<file path="config.mk">
export PLATFORM = sky130hd
export DESIGN_NAME = mss_regs
export DESIGN_NICKNAME = d
export VERILOG_FILES = /design/src/mss_pkg.sv /design/src/mss_dec_if.sv /design/src/mss_regs.sv /design/src/mss_size_dec.sv
export SDC_FILE = /design/constraint.sdc
export NUM_CORES = 1
export LEC_CHECK = 0
export BUFFER_PORTS_ARGS = -buffer_cell sky130_fd_sc_hd__buf_2
export CORE_MARGIN = 2
export CORE_UTILIZATION = 45
export DETAILED_ROUTE_END_ITERATION = 10
export PLACE_DENSITY = 0.86
export RECOVER_POWER = 25
export SYNTH_ARGS = -nofsm -noshare
export SYNTH_HDL_FRONTEND = slang
export SYNTH_SLANG_ARGS = --single-unit
</file>
<file path="constraint.sdc">
create_clock -name clk_i -period 3.8 [get_ports clk_i]
set_input_delay 0.38 -clock clk_i [delete_from_list [all_inputs] [get_ports clk_i]]
set_output_delay 0.38 -clock clk_i [all_outputs]
set_load 0.03 [all_outputs]
</file>
<file path="src/mss_pkg.sv">
// Purpose: Shared constants for the memory size switch register bank
// Assumes: 8-bit data bus, 16-bit data addresses
// Notes:   Field positions and decode patterns live here only
package mss_pkg;
  // Register addresses
  localparam logic [15:0] MSS_ADDR_MEM_SIZE  = 16'hFFF0;
  localparam logic [15:0] MSS_ADDR_XRAM_SIZE = 16'hFFF4;
  // Reset values
  localparam logic [7:0]  MSS_RST_MEM_SIZE   = 8'hCF;
  localparam logic [7:0]  MSS_RST_XRAM_SIZE  = 8'h0C;
  // Writable bit masks
  localparam logic [7:0]  MSS_MASK_XRAM      = 8'h1F;
  // Field positions
  localparam int          MSS_HSRAM_LSB      = 5;
  localparam int          MSS_HSRAM_W        = 3;
  localparam int          MSS_ROM_LSB        = 0;
  localparam int          MSS_ROM_W          = 4;
  localparam int          MSS_XRAM_W         = 5;
  // Decode patterns
  localparam logic [2:0]  MSS_HSRAM_1K       = 3'h6;
  localparam logic [3:0]  MSS_ROM_24K        = 4'h6;
  localparam logic [3:0]  MSS_ROM_32K        = 4'h8;
  localparam logic [3:0]  MSS_ROM_48K        = 4'hC;
  localparam logic [3:0]  MSS_ROM_60K        = 4'hF;
  localparam logic [4:0]  MSS_XRAM_0         = 5'h0C;
  localparam logic [4:0]  MSS_XRAM_1K        = 5'h0A;
  // Decoded sizes, in KB for ROM and in bytes for RAM
  localparam logic [5:0]  MSS_KB_24          = 6'h18;
  localparam logic [5:0]  MSS_KB_32          = 6'h20;
  localparam logic [5:0]  MSS_KB_48          = 6'h30;
  localparam logic [5:0]  MSS_KB_60          = 6'h3C;
  localparam logic [10:0] MSS_BYTES_1K       = 11'h400;
  localparam logic [10:0] MSS_BYTES_0        = 11'h000;
endpackage

</file>
<file path="src/mss_dec_if.sv">
// Purpose: Carries raw register fields to the size decoder and sizes back
// Assumes: Single clock domain, purely combinational decode
// Notes:   Modports split the register side from the decoder side
`timescale 1ns/1ps
`default_nettype none
interface mss_dec_if;
  logic [3:0]  rom_field;
  logic [2:0]  hsram_field;
  logic [4:0]  xram_field;
  logic [5:0]  rom_kb;
  logic [10:0] hsram_bytes;
  logic [10:0] xram_bytes;
  logic        bad_setting;
  modport regs (output rom_field, hsram_field, xram_field,
                input  rom_kb, hsram_bytes, xram_bytes, bad_setting);
  modport dec  (input  rom_field, hsram_field, xram_field,
                output rom_kb, hsram_bytes, xram_bytes, bad_setting);
endinterface
`default_nettype wire

</file>
<file path="src/mss_regs.sv">
// Purpose: Memory size and expansion RAM size select registers
// Assumes: Byte-wide CPU data bus, one-cycle write strobe, 40 MHz clk_i
// Notes:   Size outputs shrink the memory map to match smaller variants
`timescale 1ns/1ps
`default_nettype none
module mss_regs (
  // Clock and reset
  input  wire logic        clk_i,
  input  wire logic        rst_n_i,
  // CPU data bus
  input  wire logic [15:0] addr_i,
  input  wire logic        wr_i,
  input  wire logic        rd_i,
  input  wire logic [7:0]  wdata_i,
  output logic      [7:0]  rdata_o,
  output logic             hit_o,
  // Sizes to memory decode
  output logic      [5:0]  rom_kb_o,
  output logic      [10:0] hsram_bytes_o,
  output logic      [10:0] xram_bytes_o,
  output logic             bad_setting_o
);
  // Memory size select register and its next value
  logic [7:0]  mem_size_r;
  logic [7:0]  mem_size_nxt;

  // Expansion RAM size select register and its next value
  logic [7:0]  xram_size_r;
  logic [7:0]  xram_size_nxt;

  // Read data register and its next value
  logic [7:0]  rdata_r;
  logic [7:0]  rdata_nxt;

  // ROM capacity register and its next value
  logic [5:0]  rom_kb_r;
  logic [5:0]  rom_kb_nxt;

  // RAM capacity and setting flag registers and their next values
  logic [10:0] hsram_bytes_r;
  logic [10:0] hsram_bytes_nxt;
  logic [10:0] xram_bytes_r;
  logic [10:0] xram_bytes_nxt;
  logic        bad_setting_r;
  logic        bad_setting_nxt;

  // Address selects and qualified strobes
  logic        sel_mem;
  logic        sel_xram;
  logic        wr_mem;
  logic        wr_xram;
  logic        rd_mem;
  logic        rd_xram;

  // Field and capacity carrier to the decoder
  mss_dec_if   dif ();

  // Match of the bus address against one register address
  function automatic logic addr_match(
    input logic [15:0] addr,
    input logic [15:0] reg_addr
  );
    return (addr == reg_addr);
  endfunction

  // Expansion RAM value with its fixed-zero top bits cleared
  function automatic logic [7:0] xram_clean(
    input logic [7:0] value
  );
    return value & mss_pkg::MSS_MASK_XRAM;
  endfunction

  // Read word of the selected register, zero when none is selected
  function automatic logic [7:0] read_word(
    input logic       pick_mem,
    input logic       pick_xram,
    input logic [7:0] mem_value,
    input logic [7:0] xram_value
  );
    logic [7:0] word;
    case ({pick_mem, pick_xram})
      2'b10: begin
        word = mem_value;
      end
      2'b01: begin
        word = xram_clean(xram_value);
      end
      default: begin
        word = 8'h00;
      end
    endcase
    return word;
  endfunction

  // Address decode, shared by write, read and hit
  assign sel_mem  = addr_match(addr_i, mss_pkg::MSS_ADDR_MEM_SIZE);
  assign sel_xram = addr_match(addr_i, mss_pkg::MSS_ADDR_XRAM_SIZE);
  assign hit_o    = sel_mem | sel_xram;

  // Strobes qualified by the selected register
  assign wr_mem   = wr_i & sel_mem;
  assign wr_xram  = wr_i & sel_xram;
  assign rd_mem   = rd_i & sel_mem;
  assign rd_xram  = rd_i & sel_xram;

  // Memory size select next value; bytes are stored as written, so a
  // prohibited pattern reads back unchanged and only the decode flags it
  always_comb begin
    mem_size_nxt = mem_size_r;
    if (wr_mem) begin
      mem_size_nxt = wdata_i;
    end
  end

  // Memory size select register, power-up setting on reset
  always_ff @(posedge clk_i) begin
    if (!rst_n_i) begin
      mem_size_r <= mss_pkg::MSS_RST_MEM_SIZE;
    end else begin
      mem_size_r <= mem_size_nxt;
    end
  end

  // Expansion RAM size select next value, top bits never stored
  always_comb begin
    xram_size_nxt = xram_size_r;
    if (wr_xram) begin
      xram_size_nxt = xram_clean(wdata_i);
    end
  end

  // Expansion RAM size select register, zero bytes after reset
  always_ff @(posedge clk_i) begin
    if (!rst_n_i) begin
      xram_size_r <= mss_pkg::MSS_RST_XRAM_SIZE;
    end else begin
      xram_size_r <= xram_size_nxt;
    end
  end

  // Read data; a read in the cycle of a write returns the old value
  always_comb begin
    rdata_nxt = rdata_r;
    if (rd_i) begin
      rdata_nxt = read_word(rd_mem, rd_xram, mem_size_r, xram_size_r);
    end
  end

  // Read data register, holds until the next read
  always_ff @(posedge clk_i) begin
    if (!rst_n_i) begin
      rdata_r <= 8'h00;
    end else begin
      rdata_r <= rdata_nxt;
    end
  end

  // Read data to the bus
  assign rdata_o = rdata_r;

  // Fields of the pending values go to the decoder
  assign dif.rom_field   = mem_size_nxt[mss_pkg::MSS_ROM_LSB +: mss_pkg::MSS_ROM_W];
  assign dif.hsram_field = mem_size_nxt[mss_pkg::MSS_HSRAM_LSB +: mss_pkg::MSS_HSRAM_W];
  assign dif.xram_field  = xram_size_nxt[mss_pkg::MSS_XRAM_W-1:0];

  // Capacity decode of the pending register contents
  mss_size_dec u_dec (
    .d (dif.dec)
  );

  // Capacities decoded from the next values land with the registers,
  // so the memory map never lags a write by an extra cycle
  always_comb begin
    rom_kb_nxt = dif.rom_kb;
  end

  // ROM capacity register, full size after reset
  always_ff @(posedge clk_i) begin
    if (!rst_n_i) begin
      rom_kb_r <= mss_pkg::MSS_KB_60;
    end else begin
      rom_kb_r <= rom_kb_nxt;
    end
  end

  // RAM capacities and setting flag next values
  always_comb begin
    hsram_bytes_nxt = dif.hsram_bytes;
    xram_bytes_nxt  = dif.xram_bytes;
    bad_setting_nxt = dif.bad_setting;
  end

  // RAM capacity and setting flag registers
  always_ff @(posedge clk_i) begin
    if (!rst_n_i) begin
      hsram_bytes_r <= mss_pkg::MSS_BYTES_1K;
      xram_bytes_r  <= mss_pkg::MSS_BYTES_0;
      bad_setting_r <= 1'b0;
    end else begin
      hsram_bytes_r <= hsram_bytes_nxt;
      xram_bytes_r  <= xram_bytes_nxt;
      bad_setting_r <= bad_setting_nxt;
    end
  end

  // Shrunk capacities drive the memory decode logic
  assign rom_kb_o      = rom_kb_r;
  assign hsram_bytes_o = hsram_bytes_r;
  assign xram_bytes_o  = xram_bytes_r;
  assign bad_setting_o = bad_setting_r;
endmodule // mss_regs
`default_nettype wire

</file>
<file path="src/mss_size_dec.sv">
// Purpose: Turns register fields into memory capacities for decode logic
// Assumes: Fields come from the next values of registers on the same clock
// Notes:   Prohibited patterns give zero size and raise bad_setting
`timescale 1ns/1ps
`default_nettype none
module mss_size_dec (
  // Field and size carrier
  mss_dec_if.dec d
);
  // Capacity decode of all three fields
  always_comb begin
    d.bad_setting = 1'b0;
    case (d.rom_field)
      mss_pkg::MSS_ROM_24K: d.rom_kb = mss_pkg::MSS_KB_24;
      mss_pkg::MSS_ROM_32K: d.rom_kb = mss_pkg::MSS_KB_32;
      mss_pkg::MSS_ROM_48K: d.rom_kb = mss_pkg::MSS_KB_48;
      mss_pkg::MSS_ROM_60K: d.rom_kb = mss_pkg::MSS_KB_60;
      default: begin
        d.rom_kb      = 6'h00;
        d.bad_setting = 1'b1;
      end
    endcase
    if (d.hsram_field == mss_pkg::MSS_HSRAM_1K) begin
      d.hsram_bytes = mss_pkg::MSS_BYTES_1K;
    end else begin
      d.hsram_bytes = mss_pkg::MSS_BYTES_0;
      d.bad_setting = 1'b1;
    end
    case (d.xram_field)
      mss_pkg::MSS_XRAM_0:  d.xram_bytes = mss_pkg::MSS_BYTES_0;
      mss_pkg::MSS_XRAM_1K: d.xram_bytes = mss_pkg::MSS_BYTES_1K;
      default: begin
        d.xram_bytes  = mss_pkg::MSS_BYTES_0;
        d.bad_setting = 1'b1;
      end
    endcase
  end
endmodule // mss_size_dec
`default_nettype wire

</file>
* Yosys cells after proc, flatten, opt, wreduce, memory -nomap -nowiden *
Cells that the tools add are included.

word-level totals
  output and inout port bits = 38
  register bits after elaboration = 50
  input bits = 28

cells by class
  reduce and logical (&&, ||, !) cells = 2
  multiplexer cells = 9
  equal/unequal tests = 11
  bitwise logic cells = 5

operators with widths
  kind                                                 number
  equality test 16 bit, second input constant          2
  one-hot mux 6 bit (4 select lines)                   1
  2-to-1 mux 11 bit                                    2
  one-hot mux 8 bit (2 select lines)                   1
  equality test 4 bit, second input constant           3
  equality test 5 x 4 -> 1 bit, second input constant  2
  2-to-1 mux 8 bit                                     1
  2-to-1 mux 5 bit                                     1
  AND 1 bit                                            4
  equality test 4 x 3 -> 1 bit, second input constant  1
  OR reduction 4 bit                                   1
  equality test 3 bit, second input constant           1
  2-to-1 mux 1 bit                                     3
  equality test 2 x 1 -> 1 bit, second input constant  1
  equality test 2 bit, second input constant           1
  OR reduction 2 bit                                   1
  bitwise OR 1 bit                                     1

* Depth between registers and ports, before layout *
  word-level depth = 8
  gate-level depth with buffers = 11

* Cells and area by module *
From an unflattened synthesis, not the netlist that was laid out.

unflattened totals
  cells, all modules = 228
  area total of the unflattened synthesis = 2,100.8 um^2

by module, submodules not included
  module        cells each  times used  area an instance (um^2)
  mss_regs      188         1           1,803.0
  mss_size_dec  40          1           297.8

* Worst setup path after synthesis *
No wires, ideal clock.

  path type = input to register
  start = input port addr_i[0]
  end = register rdata_r[4], in the netlist rdata_o[4]
  arrival = 2.651 ns
  setup time = 0.128 ns
  path buffers = 1
  stages = 10
  setup slack = 1.021 ns
  cells stage by stage = nand4b_1 > or3_4 > nor4b_2 > nand3_1 > ha_1 > clkbuf_1 > a22oi_1 > nor2_1 > a21oi_1 > nor2_1

between the ends
  word-level cells in the longest chain between the ends = 4
  elaborated cells on any way between the ends = 7

ends and longest elaborated chain
  what                                                                        RTL line                          source
  from (decl)                                                                 mss_regs.sv:11                    input wire logic [15:0] addr_i,
  equality test 16 bit                                                        mss_regs.sv:63                    return (addr == reg_addr);
  AND 1 bit, on equally long branches                                         mss_regs.sv:104, mss_regs.sv:103
  equality test 2 x 1 -> 1 bit / equality test 2 bit (equally long branches)  mss_regs.sv:81                    case ({pick_mem, pick_xram})
  one-hot mux 8 bit (2 select lines) (*)                                      mss_regs.sv:81
  to (signal assigned)                                                        mss_regs.sv:154                   rdata_r <= rdata_nxt;
  to (decl)                                                                   mss_regs.sv:32                    logic [7:0] rdata_r;

Mark *: on every way between the ends. The rest lies on a longest branch, timed or not.
A chain may end at the register's enable or synchronous reset.

* Worst setup path after layout *
Ends and elaborated chain as after synthesis.

==> run metrics <==
cell count after synthesis=168; GRT Util Overall=18.5%; outcome=completed; pwr dens=327 mW/mm2; sw power=141 uW; end of the worst register-to-register path=rom_kb_o[5]; clock group share of total power=35.7%; Peak supply drop=236 uV; power share of the combinational group=11.6%; data arrival time of the critical path=2.31 ns; depth of the worst hold-timing path=3; FF-to-FF setup slack=2.54 ns; total iterations of the first detailed-routing run=5; clock insertion delay at the later pin of the skew report=0.34 ns; count of nets after finishing=241; Critical Path Source Type=input port; leading cell type in the layout, fill and taps excluded=buf_2; Area Overhead vs Synth=13.8%; Final Routed Wirelength=3060 um; register clock-pin slew on the reported worst setup and hold paths=0.15 ns; biggest area consumer among synthesized cells=dfxtp_1; clock tree from TritonCTS=yes; clock tree root driver cell=clkbuf_4; Post-Route Skew=0.00197 ns; count of cells resized by post-cts repair=0; Final period util=54.7%; Min Clock Period, post-route=2.08 ns; area share of the leading cell type in the synthesized netlist=37.4%; Min-Delay Endpoint=mem_size_r[6]; unrepaired setup endpoints after global routing=no; fraction of registers with async set/reset=0%; internal portion of total power=416 uW; global route overflow=0; count of H-tree levels built during CTS=1; cts bufs inserted=3; R2R Path Start=mem_size_r[3]; Routability Congestion=0.887; path depth of the worst reg2reg path=3; starting utilization of the core area=48.3%; setup total negative slack=0 ns; commonest cells after routing, fill and taps aside=32 x buf_2, 28 x dfxtp_1, 22 x conb_1, 17 x nor2_1, 16 x nand2_1; Vert. Die Dim=61.7 um; clock tree buffer depth=2; Min-Delay Path Class=in2reg; pin count of the biggest net entering global routing=17; Post-CTS Hold Buffers=0; critical path class=in2reg; floorplan die width=61.7 um; largest cells by area after synthesis=dfxtp_1 37%, buf_4 11%, mux2i_1 6.0%; number of distinct standard cells referenced by the synthesized netlist=41; max-capacitance violation count=0; number of flops mapped to enable cells by yosys=0; proportion of layout cells with a drive suffix above 1=21.9%; final routed wire length divided by cell count=12.1 um; post-CTS setup buffer count=0; wire length of the first global-routing pass=5250 um; Slew Limit Headroom=65.7%; Yosys Warn Count=0; PortBufs=43; slew at the pin closest to its max-slew limit=0.511 ns; Post-Place Worst Slack=1.36 ns; Seq/Total Area, Yosys=37.4%; hold path start=wdata_i[6]; site row count=20; post-DP HPWL=2400 um; number of pins exceeding their max-slew limit in the final report=0; post-detailed-route via-to-cell ratio=4.87; required time of the critical path=4.03 ns; I/O pin cnt=66; largest fanout on the critical path=8; mean instance size in the synthesized netlist=8.91 um2; clock sinks=28; flops & latches, synth=28; area of the mapped netlist=0.00150 mm2; Residual DRC=0; count of final hold-check violations=0; number of antenna violations at the first check in global routing=0; number of diodes added for antenna fixing=0; final cell utilization of the core=54.9%; sw frac=25.3%; Worst Setup Slack, final=1.72 ns; via count of the first global-routing pass=1,169; leakage power total=0.775 nW; CORE AREA=0.00310 mm2; commonest register cell after synthesis=dfxtp_1; DIE AREA=0.00381 mm2; sequential share of power=52.7%; fmax=0.481 GHz; Antenna Nets Post-Route=0; endpoint class of the critical path=register; 1st-iter DRT viols=40; final setup fails=0; total via count in the routed design=1,236
==> power by group through the flow <==
stage,logic (mW),registers (mW),clock network (mW)
after global routing,0.0704,0.294,0.217
final,0.0647,0.294,0.199
after floorplan,0.0601,0.300,0
after CTS,0.0642,0.294,0.203
after detailed placement,0.0641,0.300,0
after global placement,0.0636,0.300,0
==> worst max-delay path: stages <==
cell      delay [ns]
buf_2           0.10
nand4b_1        0.23
or3_4           0.39
nor4b_2         0.31
nand3_1         0.15
ha_1            0.32
a22oi_1         0.21
nor2_1          0.06
a21oi_1         0.11
nor2_1          0.05
==> registers in the layout, indices dropped and copies added, names as in the netlist <==
name           flops
mem_size_r         8
xram_size_r        5
rom_kb_o           4
rdata_o            8
xram_bytes_o       1
hsram_bytes_o      1
bad_setting_o      1
==> cell families after synthesis <==
logic type	after synthesis	share of synthesized area, %
AOI/OAI and AO/OA	21	8.60
muxes	12	8.77
buffers and inverters	31	13.4
DFF	28	37.4
adders and majority gates	2	1.67
and+or+nand+nor	69	27.6
other	1	0.250
xor gates and xnor gates	4	2.34
==> synthesized netlist by cell type (2+ instances only) <==
master	number
mux2i_1	9
a21oi_1	11
mux2_4	2
nor2_1	17
ha_1	2
xnor2_1	2
inv_1	4
o211ai_1	2
nand2b_1	2
buf_4	22
dfxtp_1	28
nand3_1	13
clkbuf_1	2
nand2_1	16
nand4_1	5
xor2_1	2
a22oi_1	5
==> worst max path at each step <==
stage               slack (ns)      start         end
detailed placement        1.36  addr_i[0]  rdata_o[4]
global placement          1.39  addr_i[0]  rdata_o[4]
finish                    1.72  addr_i[0]  rdata_o[4]
global route              1.51  addr_i[0]  rdata_o[4]
floorplan                 1.02  addr_i[0]  rdata_o[4]
CTS                       1.73  addr_i[0]  rdata_o[4]
==> area by class of cell <==
type	instances	area (um2)
repair buffers	43	201
inverters	5	18.8
clock inverters	1	30.0
fillers	307	1400
multi-input cells	130	816
clock buffers	3	22.5
well taps	44	55.1
flip-flops and latches	28	561
==> stage by stage <==
step | instances | area (um2) | total power, mW | hold slack [ns]
after global placement | 250 | 1670 | 0.364 | 0.449
after CTS | 254 | 1720 | 0.561 | 0.260
final | 254 | 1700 | 0.557 | 0.262
after floorplan | 189 | 1580 | 0.360 | 0.432
after detailed placement | 250 | 1670 | 0.364 | 0.452
after global routing | 254 | 1700 | 0.581 | 0.263
==> routing by layer <==
metal | track usage, % | up-vias | routed length [um]
met1 | 21.8 | 568 | 1330
met5 | 0 | - | 0
met3 | 3.93 | 5 | 143
met2 | 33.4 | 39 | 1550
met4 | 6.08 | 0 | 39
li1 | - | 624 | -
Power figures use the tool's default switching activity.
